<file path="config.mk">
export PLATFORM = sky130hd
export DESIGN_NAME = aoscl_top
export DESIGN_NICKNAME = d
export VERILOG_FILES = /design/src/rtl/aoscl_clamp.v /design/src/rtl/aoscl_divider.v /design/src/rtl/aoscl_top.v
export VERILOG_INCLUDE_DIRS = /design/src /design/src/rtl
export SDC_FILE = /design/constraint.sdc
export NUM_CORES = 2
export LEC_CHECK = 0
export ABC_CLOCK_PERIOD_IN_PS = 19500
export BUFFER_PORTS_ARGS = -buffer_cell sky130_fd_sc_hd__buf_4
export CORE_MARGIN = 2
export CORE_UTILIZATION = 55
export CTS_BUF_LIST = sky130_fd_sc_hd__clkbuf_16
export DETAILED_ROUTE_END_ITERATION = 10
export PLACE_DENSITY = 0.72
export SYNTH_ARGS = -nofsm -noshare
export SYNTH_HDL_FRONTEND = slang
export SYNTH_SLANG_ARGS = --single-unit
</file>
<file path="constraint.sdc">
create_clock -name CLOCK_IN -period 19.5 [get_ports CLOCK_IN]
set_input_delay 2.925 -clock CLOCK_IN [delete_from_list [all_inputs] [get_ports CLOCK_IN]]
set_output_delay 2.925 -clock CLOCK_IN [all_outputs]
set_load 0.02 [all_outputs]
</file>
<file path="src/rtl/aoscl_regs.vh">
// Register map, field codes, limits and timing constants of the analogue output scaler
`ifndef AOSCL_REGS_VH
`define AOSCL_REGS_VH

// ==========================================================
// Register offsets (word addresses on the plain port)
`define AOSCL_ADDR_W          4
`define AOSCL_REG_CTRL        4'h0
`define AOSCL_REG_LOW_EP      4'h1
`define AOSCL_REG_HIGH_EP     4'h2
`define AOSCL_REG_EXT         4'h3
`define AOSCL_REG_BUS_SRC     4'h4
`define AOSCL_REG_STATUS      4'h5
`define AOSCL_REG_RESULT      4'h6

// ==========================================================
// CTRL fields
`define AOSCL_CTRL_SRC_LSB    0
`define AOSCL_CTRL_MODE_LSB   2
`define AOSCL_CTRL_ALARM_LSB  5
`define AOSCL_CTRL_HOLD_BIT   8
`define AOSCL_CTRL_KIND_LSB   9
`define AOSCL_CTRL_RESET      32'h0000_0000

// Source selector codes
`define AOSCL_SRC_MEAS        2'h0
`define AOSCL_SRC_BUS         2'h1
`define AOSCL_SRC_CPOS        2'h2
`define AOSCL_SRC_CNEG        2'h3

// Output kind codes
`define AOSCL_KIND_ACT_CUR    2'h0
`define AOSCL_KIND_PAS_CUR    2'h1
`define AOSCL_KIND_ACT_VOLT   2'h2

// Output mode codes
`define AOSCL_MODE_OFF        3'h0
`define AOSCL_MODE_4_20       3'h1
`define AOSCL_MODE_0_20       3'h2
`define AOSCL_MODE_0_5        3'h3
`define AOSCL_MODE_1_5        3'h4
`define AOSCL_MODE_0_10       3'h5
`define AOSCL_MODE_2_10       3'h6

// Alarm level codes
`define AOSCL_AL_HOLD         3'h0
`define AOSCL_AL_HIGH         3'h1
`define AOSCL_AL_MID          3'h2
`define AOSCL_AL_LOW          3'h3
`define AOSCL_AL_V06          3'h4
`define AOSCL_AL_ZERO         3'h5

// ==========================================================
// Output units: microamps or millivolts, 16 bits
`define AOSCL_OUT_W           16
`define AOSCL_U_0             16'h0000
`define AOSCL_U_1000          16'h03E8
`define AOSCL_U_2000          16'h07D0
`define AOSCL_U_4000          16'h0FA0
`define AOSCL_U_5000          16'h1388
`define AOSCL_U_10000         16'h2710
`define AOSCL_U_20000         16'h4E20
`define AOSCL_AL_22100        16'h5654
`define AOSCL_AL_3400         16'h0D48
`define AOSCL_AL_11000        16'h2AF8
`define AOSCL_AL_5500         16'h157C
`define AOSCL_AL_1200         16'h04B0
`define AOSCL_AL_600          16'h0258

// Extension limits in tenths of a percent
`define AOSCL_EXT_W           10
`define AOSCL_LO_MAX_ACT      10'h3E7
`define AOSCL_LO_MAX_PAS      10'h12B
`define AOSCL_HI_MAX_CUR      10'h0C7
`define AOSCL_HI_MAX_VOLT     10'h063
`define AOSCL_PERMILLE        16'h03E8

// Divider length: one cycle per quotient bit
`define AOSCL_DIV_STEPS       6'h20

`endif

</file>
<file path="src/rtl/aoscl_clamp.v">
// Limit and extended range lookup for the selected output mode
`timescale 1ns/1ps
`default_nettype none
`include "aoscl_regs.vh"

module aoscl_clamp (
  input  wire [2:0]                 mode_in,
  input  wire [1:0]                 kind_in,
  input  wire [`AOSCL_EXT_W-1:0]    lo_pct_in,
  input  wire [`AOSCL_EXT_W-1:0]    hi_pct_in,
  output reg  [`AOSCL_OUT_W-1:0]    lower_out,
  output reg  [`AOSCL_OUT_W-1:0]    upper_out,
  output reg  [`AOSCL_OUT_W-1:0]    ext_lo_out,
  output reg  [`AOSCL_OUT_W-1:0]    ext_hi_out,
  output reg                        enable_out
);

  reg [`AOSCL_EXT_W-1:0] lo_cap;
  reg [`AOSCL_EXT_W-1:0] hi_cap;
  reg [`AOSCL_EXT_W-1:0] lo_eff;
  reg [`AOSCL_EXT_W-1:0] hi_eff;
  reg [31:0]             lo_prod;
  reg [31:0]             hi_prod;
  reg [31:0]             lo_drop;
  reg [31:0]             hi_gain;

  // ==========================================================
  // Range limits per mode
  always @* begin
    lower_out  = `AOSCL_U_0;
    upper_out  = `AOSCL_U_0;
    enable_out = 1'b1;
    case (mode_in)
      `AOSCL_MODE_4_20: begin lower_out = `AOSCL_U_4000; upper_out = `AOSCL_U_20000; end
      `AOSCL_MODE_0_20: begin upper_out = `AOSCL_U_20000; enable_out = (kind_in == `AOSCL_KIND_ACT_CUR); end
      `AOSCL_MODE_0_5:  begin upper_out = `AOSCL_U_5000; enable_out = (kind_in == `AOSCL_KIND_ACT_VOLT); end
      `AOSCL_MODE_1_5:  begin lower_out = `AOSCL_U_1000; upper_out = `AOSCL_U_5000;
                              enable_out = (kind_in == `AOSCL_KIND_ACT_VOLT); end
      `AOSCL_MODE_0_10: begin upper_out = `AOSCL_U_10000; enable_out = (kind_in == `AOSCL_KIND_ACT_VOLT); end
      `AOSCL_MODE_2_10: begin lower_out = `AOSCL_U_2000; upper_out = `AOSCL_U_10000;
                              enable_out = (kind_in == `AOSCL_KIND_ACT_VOLT); end
      default:          enable_out = 1'b0;
    endcase
    if (mode_in == `AOSCL_MODE_4_20 && kind_in == `AOSCL_KIND_ACT_VOLT)
      enable_out = 1'b0;
  end

  // ==========================================================
  // Extended range in permille steps; settings above the kind's ceiling are capped
  always @* begin
    lo_cap = (kind_in == `AOSCL_KIND_PAS_CUR) ? `AOSCL_LO_MAX_PAS : `AOSCL_LO_MAX_ACT;
    hi_cap = (kind_in == `AOSCL_KIND_ACT_VOLT) ? `AOSCL_HI_MAX_VOLT : `AOSCL_HI_MAX_CUR;
    lo_eff = (lo_pct_in > lo_cap) ? lo_cap : lo_pct_in;
    hi_eff = (hi_pct_in > hi_cap) ? hi_cap : hi_pct_in;
    lo_prod = {16'h0000, lower_out} * {22'h00_0000, lo_eff};
    hi_prod = {16'h0000, upper_out} * {22'h00_0000, hi_eff};
    lo_drop    = lo_prod / {16'h0000, `AOSCL_PERMILLE};
    hi_gain    = hi_prod / {16'h0000, `AOSCL_PERMILLE};
    ext_lo_out = lower_out - lo_drop[15:0];
    ext_hi_out = upper_out + hi_gain[15:0];
  end

endmodule // aoscl_clamp
`default_nettype wire

</file>
<file path="src/rtl/aoscl_divider.v">
// Restoring unsigned divider, one quotient bit per clock
`timescale 1ns/1ps
`default_nettype none
`include "aoscl_regs.vh"

module aoscl_divider (
  input  wire        clk_in,
  input  wire        reset_n_in,
  input  wire        start_in,
  input  wire [31:0] dividend_in,
  input  wire [31:0] divisor_in,
  output reg  [31:0] quotient_out,
  output reg         done_out
);

  reg [31:0] rem_q;
  reg [31:0] num_q;
  reg [31:0] den_q;
  reg [5:0]  cnt_q;
  reg        busy_q;
  reg [32:0] trial;

  always @* begin
    trial = {rem_q, num_q[31]} - {1'b0, den_q};
  end

  always @(posedge clk_in) begin
    done_out <= 1'b0;
    if (!reset_n_in) begin
      rem_q        <= 32'h0000_0000;
      num_q        <= 32'h0000_0000;
      den_q        <= 32'h0000_0000;
      cnt_q        <= 6'h00;
      busy_q       <= 1'b0;
      quotient_out <= 32'h0000_0000;
    end else if (start_in) begin
      rem_q  <= 32'h0000_0000;
      num_q  <= dividend_in;
      den_q  <= divisor_in;
      cnt_q  <= `AOSCL_DIV_STEPS;
      busy_q <= 1'b1;
    end else if (busy_q) begin
      if (!trial[32]) begin
        rem_q <= trial[31:0];
        num_q <= {num_q[30:0], 1'b1};
      end else begin
        rem_q <= {rem_q[30:0], num_q[31]};
        num_q <= {num_q[30:0], 1'b0};
      end
      cnt_q <= cnt_q - 6'h01;
      if (cnt_q == 6'h01) begin
        busy_q       <= 1'b0;
        done_out     <= 1'b1;
        quotient_out <= trial[32] ? {num_q[30:0], 1'b0} : {num_q[30:0], 1'b1};
      end
    end
  end

endmodule // aoscl_divider
`default_nettype wire

</file>
<file path="src/rtl/aoscl_top.v">
// Analogue output scaler: source select, linear map, range clamp and alarm level
//
// Design decisions made here: the strobed register port and the placing of the registers.
`timescale 1ns/1ps
`default_nettype none
`include "aoscl_regs.vh"

module aoscl_top (
  input  wire                       CLOCK_IN,
  input  wire                       RESET_N_IN,
  input  wire [`AOSCL_ADDR_W-1:0]   ADDR_IN,
  input  wire [31:0]                WDATA_IN,
  input  wire                       WRITE_IN,
  input  wire                       READ_IN,
  output reg  [31:0]                RDATA_OUT,
  input  wire [15:0]                MEAS_VALUE_IN,
  input  wire [15:0]                PEAK_VALUE_IN,
  input  wire                       MEAS_VALID_IN,
  input  wire [15:0]                CTRL_OUTPUT_IN,
  input  wire                       CTRL_VALID_IN,
  input  wire                       RANGE_EXCEEDED_IN,
  input  wire                       SENSOR_FAULT_IN,
  output reg  [`AOSCL_OUT_W-1:0]    DAC_VALUE_OUT,
  output reg                        DAC_ENABLE_OUT,
  output reg                        DAC_UPDATE_OUT,
  output reg                        ALARM_ACTIVE_OUT
);

  // ==========================================================
  // Registers
  reg  [31:0]               ctrl_q;
  reg  [15:0]               low_endpoint_q;
  reg  [15:0]               high_endpoint_q;
  reg  [`AOSCL_EXT_W-1:0]   low_extension_pct_q;
  reg  [`AOSCL_EXT_W-1:0]   high_extension_pct_q;
  reg  [15:0]               bus_value_q;
  reg                       bus_new_q;
  reg  [`AOSCL_OUT_W-1:0]   computed_q;
  reg                       busy_q;
  reg                       neg_q;
  reg                       sticky_alarm_q;

  wire [1:0]                output_source_select = ctrl_q[`AOSCL_CTRL_SRC_LSB+1:`AOSCL_CTRL_SRC_LSB];
  wire [2:0]                out_mode             = ctrl_q[`AOSCL_CTRL_MODE_LSB+2:`AOSCL_CTRL_MODE_LSB];
  wire [2:0]                alarm_output_level   = ctrl_q[`AOSCL_CTRL_ALARM_LSB+2:`AOSCL_CTRL_ALARM_LSB];
  wire                      output_hold_select   = ctrl_q[`AOSCL_CTRL_HOLD_BIT];
  wire [1:0]                out_kind             = ctrl_q[`AOSCL_CTRL_KIND_LSB+1:`AOSCL_CTRL_KIND_LSB];

  // Range limits and extended range from the mode lookup
  wire [`AOSCL_OUT_W-1:0]   lower_lim;
  wire [`AOSCL_OUT_W-1:0]   upper_lim;
  wire [`AOSCL_OUT_W-1:0]   ext_lo;
  wire [`AOSCL_OUT_W-1:0]   ext_hi;
  wire                      mode_on;
  wire [31:0]               quotient;
  wire                      div_done;

  aoscl_clamp u_clamp (
    .mode_in    (out_mode),
    .kind_in    (out_kind),
    .lo_pct_in  (low_extension_pct_q),
    .hi_pct_in  (high_extension_pct_q),
    .lower_out  (lower_lim),
    .upper_out  (upper_lim),
    .ext_lo_out (ext_lo),
    .ext_hi_out (ext_hi),
    .enable_out (mode_on)
  );

  // ==========================================================
  // Source selection
  reg  [15:0]  src_meas;
  reg  [15:0]  src_sel;
  reg          src_new;
  reg  [15:0]  ctrl_mag;
  always @* begin
    // The hold setting picks the held peak instead of the present value
    src_meas = output_hold_select ? PEAK_VALUE_IN : MEAS_VALUE_IN;
    ctrl_mag = 16'h0000;
    case (output_source_select)
      `AOSCL_SRC_MEAS: begin
        src_sel = src_meas;
        src_new = MEAS_VALID_IN;
      end
      `AOSCL_SRC_BUS: begin
        src_sel = bus_value_q;
        src_new = bus_new_q;
      end
      // Controller halves are magnitudes; the unused half reads as zero
      `AOSCL_SRC_CPOS: begin
        ctrl_mag = CTRL_OUTPUT_IN[15] ? 16'h0000 : CTRL_OUTPUT_IN;
        src_sel  = ctrl_mag;
        src_new  = CTRL_VALID_IN;
      end
      `AOSCL_SRC_CNEG: begin
        ctrl_mag = CTRL_OUTPUT_IN[15] ? 16'h0000 - CTRL_OUTPUT_IN : 16'h0000;
        src_sel  = ctrl_mag;
        src_new  = CTRL_VALID_IN;
      end
      default: begin
        src_sel = src_meas;
        src_new = 1'b0;
      end
    endcase
  end

  // ==========================================================
  // Scaling set-up: |W-L| * (B-A) / |H-L|, sign from the two differences
  wire signed [16:0] w_minus_l = $signed({src_sel[15], src_sel}) - $signed({low_endpoint_q[15], low_endpoint_q});
  wire signed [16:0] h_minus_l = $signed({high_endpoint_q[15], high_endpoint_q})
                                 - $signed({low_endpoint_q[15], low_endpoint_q});
  wire [16:0]        num_mag   = w_minus_l[16] ? 17'h0_0000 - w_minus_l : w_minus_l;
  wire [16:0]        den_mag   = h_minus_l[16] ? 17'h0_0000 - h_minus_l : h_minus_l;
  wire [15:0]        span      = upper_lim - lower_lim;
  // Product fits 32 bits: a 17-bit magnitude times a span below 2^15
  wire [32:0]        product   = {16'h0000, num_mag} * {17'h0_0000, span};
  // Equal endpoints bypass the divider, which has no answer for a zero divisor
  wire               start     = src_new && !busy_q && (h_minus_l != 17'h0_0000);
  wire               eq_ep     = src_new && (h_minus_l == 17'h0_0000);

  // Divider takes the set-up at start and answers a fixed number of cycles later
  aoscl_divider u_div (
    .clk_in       (CLOCK_IN),
    .reset_n_in   (RESET_N_IN),
    .start_in     (start),
    .dividend_in  (product[31:0]),
    .divisor_in   ({15'h0000, den_mag}),
    .quotient_out (quotient),
    .done_out     (div_done)
  );

  // ==========================================================
  // Result assembly and clamp
  // Wide signed sum so an inverted map that dips below zero still clamps
  reg signed [33:0] out_raw;
  reg [`AOSCL_OUT_W-1:0] clamped;
  always @* begin
    out_raw = neg_q ? $signed({18'h0_0000, lower_lim}) - $signed({2'b00, quotient})
                    : $signed({18'h0_0000, lower_lim}) + $signed({2'b00, quotient});
    if (out_raw < $signed({18'h0_0000, ext_lo}))
      clamped = ext_lo;
    else if (out_raw > $signed({18'h0_0000, ext_hi}))
      clamped = ext_hi;
    else
      clamped = out_raw[15:0];
  end

  // ==========================================================
  // Alarm level; an unavailable choice for the output kind falls back to hold
  // Both fault inputs are levels; the alarm lasts while either stays high
  wire critical = RANGE_EXCEEDED_IN || SENSOR_FAULT_IN;
  reg  [`AOSCL_OUT_W-1:0] alarm_val;
  reg                     alarm_force;
  always @* begin
    alarm_val   = `AOSCL_U_0;
    alarm_force = 1'b1;
    if (out_kind == `AOSCL_KIND_ACT_VOLT) begin
      case (alarm_output_level)
        `AOSCL_AL_HIGH: alarm_val = `AOSCL_AL_11000;
        `AOSCL_AL_MID:  alarm_val = `AOSCL_AL_5500;
        `AOSCL_AL_LOW:  alarm_val = `AOSCL_AL_1200;
        `AOSCL_AL_V06:  alarm_val = `AOSCL_AL_600;
        `AOSCL_AL_ZERO: alarm_val = `AOSCL_U_0;
        default:        alarm_force = 1'b0;
      endcase
    end else begin
      // Zero current is refused on passive outputs and falls back to hold
      case (alarm_output_level)
        `AOSCL_AL_HIGH: alarm_val = `AOSCL_AL_22100;
        `AOSCL_AL_MID:  alarm_val = `AOSCL_AL_3400;
        `AOSCL_AL_ZERO: alarm_force = (out_kind == `AOSCL_KIND_ACT_CUR);
        default:        alarm_force = 1'b0;
      endcase
    end
  end

  // ==========================================================
  // Datapath control
  always @(posedge CLOCK_IN) begin
    if (!RESET_N_IN) begin
      computed_q <= `AOSCL_U_0;
      busy_q     <= 1'b0;
      neg_q      <= 1'b0;
    end else begin
      // Valids during a divide are dropped; a bus value stays pending until taken
      if (start) begin
        busy_q <= 1'b1;
        neg_q  <= w_minus_l[16] ^ h_minus_l[16];
      end else if (div_done) begin
        busy_q     <= 1'b0;
        computed_q <= clamped;
      end
      if (eq_ep && !busy_q) begin
        computed_q <= lower_lim;
      end
    end
  end

  // ==========================================================
  // Output stage: alarm overrides, computed value returns after it
  always @(posedge CLOCK_IN) begin
    if (!RESET_N_IN) begin
      DAC_VALUE_OUT    <= `AOSCL_U_0;
      DAC_ENABLE_OUT   <= 1'b0;
      DAC_UPDATE_OUT   <= 1'b0;
      ALARM_ACTIVE_OUT <= 1'b0;
    end else begin
      ALARM_ACTIVE_OUT <= critical;
      DAC_ENABLE_OUT   <= mode_on;
      DAC_UPDATE_OUT   <= 1'b0;
      // Update pulses only on a change, so the converter sees one write per new value
      if (!mode_on) begin
        DAC_VALUE_OUT  <= `AOSCL_U_0;
        DAC_UPDATE_OUT <= (DAC_VALUE_OUT != `AOSCL_U_0);
      end else if (critical) begin
        if (alarm_force) begin
          DAC_VALUE_OUT  <= alarm_val;
          DAC_UPDATE_OUT <= (DAC_VALUE_OUT != alarm_val);
        end
      end else if (DAC_VALUE_OUT != computed_q) begin
        DAC_VALUE_OUT  <= computed_q;
        DAC_UPDATE_OUT <= 1'b1;
      end
    end
  end

  // ==========================================================
  // Register port: bus writes set a flag; a new write wins over the consume
  always @(posedge CLOCK_IN) begin
    if (!RESET_N_IN) begin
      ctrl_q               <= `AOSCL_CTRL_RESET;
      low_endpoint_q       <= 16'h0000;
      high_endpoint_q      <= 16'h0000;
      low_extension_pct_q  <= 10'h000;
      high_extension_pct_q <= 10'h000;
      bus_value_q          <= 16'h0000;
      bus_new_q            <= 1'b0;
      sticky_alarm_q       <= 1'b0;
      RDATA_OUT            <= 32'h0000_0000;
    end else begin
      if (output_source_select == `AOSCL_SRC_BUS && (start || (eq_ep && !busy_q)))
        bus_new_q <= 1'b0;
      if (critical)
        sticky_alarm_q <= 1'b1;
      // Control keeps only its defined bits; the rest read back as zero
      if (WRITE_IN) begin
        case (ADDR_IN)
          `AOSCL_REG_CTRL:    ctrl_q <= {21'h00_0000, WDATA_IN[10:0]};
          `AOSCL_REG_LOW_EP:  low_endpoint_q <= WDATA_IN[15:0];
          `AOSCL_REG_HIGH_EP: high_endpoint_q <= WDATA_IN[15:0];
          `AOSCL_REG_EXT: begin
            low_extension_pct_q  <= WDATA_IN[9:0];
            high_extension_pct_q <= WDATA_IN[25:16];
          end
          `AOSCL_REG_BUS_SRC: begin
            bus_value_q <= WDATA_IN[15:0];
            bus_new_q   <= 1'b1;
          end
          // A clear is ignored while the fault persists
          `AOSCL_REG_STATUS:  if (WDATA_IN[1] && !critical) sticky_alarm_q <= 1'b0;
          default: ;
        endcase
      end
      RDATA_OUT <= 32'h0000_0000;
      if (READ_IN) begin
        case (ADDR_IN)
          `AOSCL_REG_CTRL:    RDATA_OUT <= ctrl_q;
          `AOSCL_REG_LOW_EP:  RDATA_OUT <= {16'h0000, low_endpoint_q};
          `AOSCL_REG_HIGH_EP: RDATA_OUT <= {16'h0000, high_endpoint_q};
          `AOSCL_REG_EXT:     RDATA_OUT <= {6'h00, high_extension_pct_q, 6'h00, low_extension_pct_q};
          `AOSCL_REG_BUS_SRC: RDATA_OUT <= {16'h0000, bus_value_q};
          `AOSCL_REG_STATUS:  RDATA_OUT <= {28'h000_0000, mode_on, busy_q, sticky_alarm_q, critical};
          `AOSCL_REG_RESULT:  RDATA_OUT <= {16'h0000, computed_q};
          default:            RDATA_OUT <= 32'h0000_0000;
        endcase
      end
    end
  end

endmodule // aoscl_top
`default_nettype wire

</file>
==> impl_metrics.json <==
{
  "layout.nets": 5948,
  "routabilityCongestion": 0.9470,
  "route.vias.total": 37750,
  "number_of_global_route_vias_before_repair": 35850,
  "hpwl_after_detailed_placement_um": 91690,
  "crit_start": "ctrl_q[10]$_SDFFE_PN0P_",
  "worst_slew_pin_slew_ns": 1.270,
  "synth_area_leader_cell": "fa_1",
  "rows": 98,
  "clock_tree.root_cell": "clkbuf_16",
  "status": "complete, no violations",
  "synth.area.mux_share_pct": 3.128,
  "synth_area_leaders": "fa_1 15%, dfxtp_1 13%, ha_1 11%",
  "worst-r2r-setup-slack_ns": 0.60,
  "postSynth.topFlopCell": "dfxtp_1",
  "grt_remaining_overflow": 0,
  "die_height_um": 273.7,
  "critical_path_required_ns": 20.05,
  "report.final.hold_viol_count": 0,
  "synth-seq-cells": 265,
  "antenna_cells": 0,
  "postRouteWirelength_um": 118200,
  "mostFrequentLayoutCell": "nand2_1",
  "worst_slew_margin_rel_pct": 14.71,
  "htree_levels": 1,
  "crit_slowest_cell": "fa_1",
  "wire_length_of_the_first_global_routing_pass_um": 187800,
  "asyncSetResetFlopFracSynth_pct": 0,
  "syn2layout_area_growth_pct": 13.14,
  "die_area_um2": 74900,
  "most-common-layout-cells": "641 x nand2_1, 485 x inv_1, 351 x buf_4",
  "reg_to_reg_end": "computed_q[2]$_SDFFE_PN0P_",
  "synth-edff-count": 0,
  "layout-drive-gt1-share_pct": 14.20,
  "syn_avg_cell_area_um2": 7.960,
  "antenna_violating_nets_remaining": 0,
  "critical_path.startpoint_type": "flop",
  "pin_count_of_the_biggest_net_entering_global_routing": 85,
  "synth_compound_gate_area_share_pct": 24.13,
  "synth-warning-count": 0,
  "synth_top_family_by_area": "adder cells",
  "setup_viol": 0,
  "synthDistinctLibCells": 145,
  "post-route-min-period_ns": 18.90,
  "io_pins": 143,
  "post_drt_wl_per_cell_um": 19.12,
  "port-buffer-count": 130,
  "number_of_cells_on_the_worst_reg_to_reg_path": 92,
  "worstReg2RegStart": "ctrl_q[10]$_SDFFE_PN0P_",
  "synth-simple-area-share_pct": 19.70,
  "first_iter_violations": 2975,
  "path_class": "reg -> reg",
  "tritoncts_clock_tree": "built",
  "antenna_violations_before_repair": 1,
  "drt_drc_violations_left": 0,
  "timing.fmax_ghz": 0.05291,
  "netlist_area_um2": 40000,
  "worst_setup_path_endpoint": "computed_q[2]$_SDFFE_PN0P_",
  "cp_data_arrival_time_ns": 19.45,
  "slew_viol_final": 0,
  "clock_tree.buffer_depth": 3,
  "clk_pin_slew_worst_paths_ns": 0.07,
  "fin_hold_ws_ns": 0.4635,
  "critical_path_peak_fanout": 11,
  "grt.total_usage_pct": 30.43,
  "cts_inserted_buffers": 28,
  "sort_of_element_at_the_end_of_the_critical_path": "flop",
  "coreArea_um2": 71730,
  "synthDominantCellAreaShare_pct": 14.51,
  "drt-vias-per-instance": 6.106,
  "cts.sink_count": 265,
  "first_pass_iteration_count_of_the_detailed_router": 6,
  "timing.critical_path.mode_cell": "buf_4",
  "clkLatencyLatePin_ns": 0.61,
  "synthCells": 5025,
  "initial_core_utilization_pct": 55.76,
  "synth-seq-area-share_pct": 13.26,
  "clock-skew-final_ns": 0.06369,
  "drv.max_cap_violation_count": 0,
  "yosys.area_share.xor_xnor_pct": 6.872,
  "hold_path_class": "reg -> reg",
  "synth_adder_area_share_pct": 25.78,
  "fin_crit_sh_pct": 96.92,
  "width_of_the_die_um": 273.7,
  "delay_contributed_by_the_slowest_stage_of_the_critical_path_ns": 0.55
}
-- state kept, by name, summed over array words and instances (netlist names), 6 cells and up --
signal and flops:
high_extension_pct_q 10, low_extension_pct_q 10, DAC_VALUE_OUT 16, ctrl_q 11
u_div.quotient_out 32, RDATA_OUT 26, u_div.num_q 32, u_div.rem_q 32
low_endpoint_q 16, bus_value_q 16, u_div.cnt_q 6, high_endpoint_q 16
computed_q 16, u_div.den_q 17
-- per-stage QoR --
stage	utilization, %	TNS (ns)	instances	area [um2]	setup slack (ns)
2_1_floorplan	-	0	5047	40080	1.517
3_3_place_gp	59.37	-0.1138	6070	42580	-0.07709
3_5_place_dp	59.37	-1.424	6070	42580	-0.2557
4_1_cts	60.67	0	6120	43520	0.01684
5_1_grt	63.09	-3.154	6183	45260	-0.2712
6_report	63.09	0	6183	45260	0.5997
-- metal layers --
| metal | track usage [%] | vias to the layer above | wire length (um) |
|---|---|---|---|
| met4 | 10.53 | 0 | 4415 |
| li1 | - | 18010 | - |
| met5 | 0 | - | 0 |
| met2 | 51.66 | 1373 | 56290 |
| met1 | 40.51 | 18130 | 50390 |
| met3 | 2.623 | 244 | 7133 |
-- how the worst min path moves through the flow --
stage | start | end | depth (start not counted)
global placement | u_div.den_q[2]$_SDFFE_PN0P_ | u_div.den_q[2]$_SDFFE_PN0P_ | 2
detailed placement | u_div.den_q[2]$_SDFFE_PN0P_ | u_div.den_q[2]$_SDFFE_PN0P_ | 2
finish | u_div.num_q[0]$_SDFFE_PN0P_ | u_div.quotient_out[1]$_SDFFE_PN0P_ | 1
floorplan | u_div.den_q[2]$_SDFFE_PN0P_ | u_div.den_q[2]$_SDFFE_PN0P_ | 2
CTS | u_div.num_q[0]$_SDFFE_PN0P_ | u_div.quotient_out[1]$_SDFFE_PN0P_ | 1
global route | u_div.num_q[0]$_SDFFE_PN0P_ | u_div.quotient_out[1]$_SDFFE_PN0P_ | 1
-- synth_stat cells (96+ instances only) --
cell type  instances
nor2_1           345
a21o_1           119
xor2_1           105
nand2_1          644
a21oi_1          274
o21ai_0          138
inv_1            482
dfxtp_1          265
mux2i_1          100
nand3_1           96
xnor2_1          192
fa_1             290
ha_1             352
clkbuf_1         167
-- critical path: cells and delay by family (launching register included) --
family	cells	cell delay, ns
adder cells (fa/ha/maj)	9	3.74
AND/OR/NAND/NOR	25	4.57
AO/OA/AOI/OAI	39	7.28
multiplexers	3	0.73
flip-flops	1	0.36
buffers and inverters	16	2.11
-- cells by family after synthesis --
kind of cell,Yosys count
fa+ha+maj,652
simple gates,1653
xor+xnor,305
buf+inv,717
flops,265
mux,121
other cells,2
compound gates,1310
-- timing repair --
item | CTS | global route
hold buffers | 0 | 0
endpoints found under the hold margin | 0 | 0
pin swaps | 1 | 68
cloned | 0 | 2
resized for setup | 7 | 228
endpoints found under the setup margin | 16 | 16
setup buffers | 1 | 61
-- final cells by class --
class,count,area (um2)
Tap cell,950,1189
Multi-Input combinational cell,4065,33210
Timing Repair Buffer,361,2801
Fill cell,6266,26480
Inverter,493,1853
Clock buffer,28,700.7
Clock inverter,21,190.2
Sequential cell,265,5310
Power is left out: the tool's default activity adds up to more than one toggle a clock period on the data nets, which glitch-free logic cannot reach.
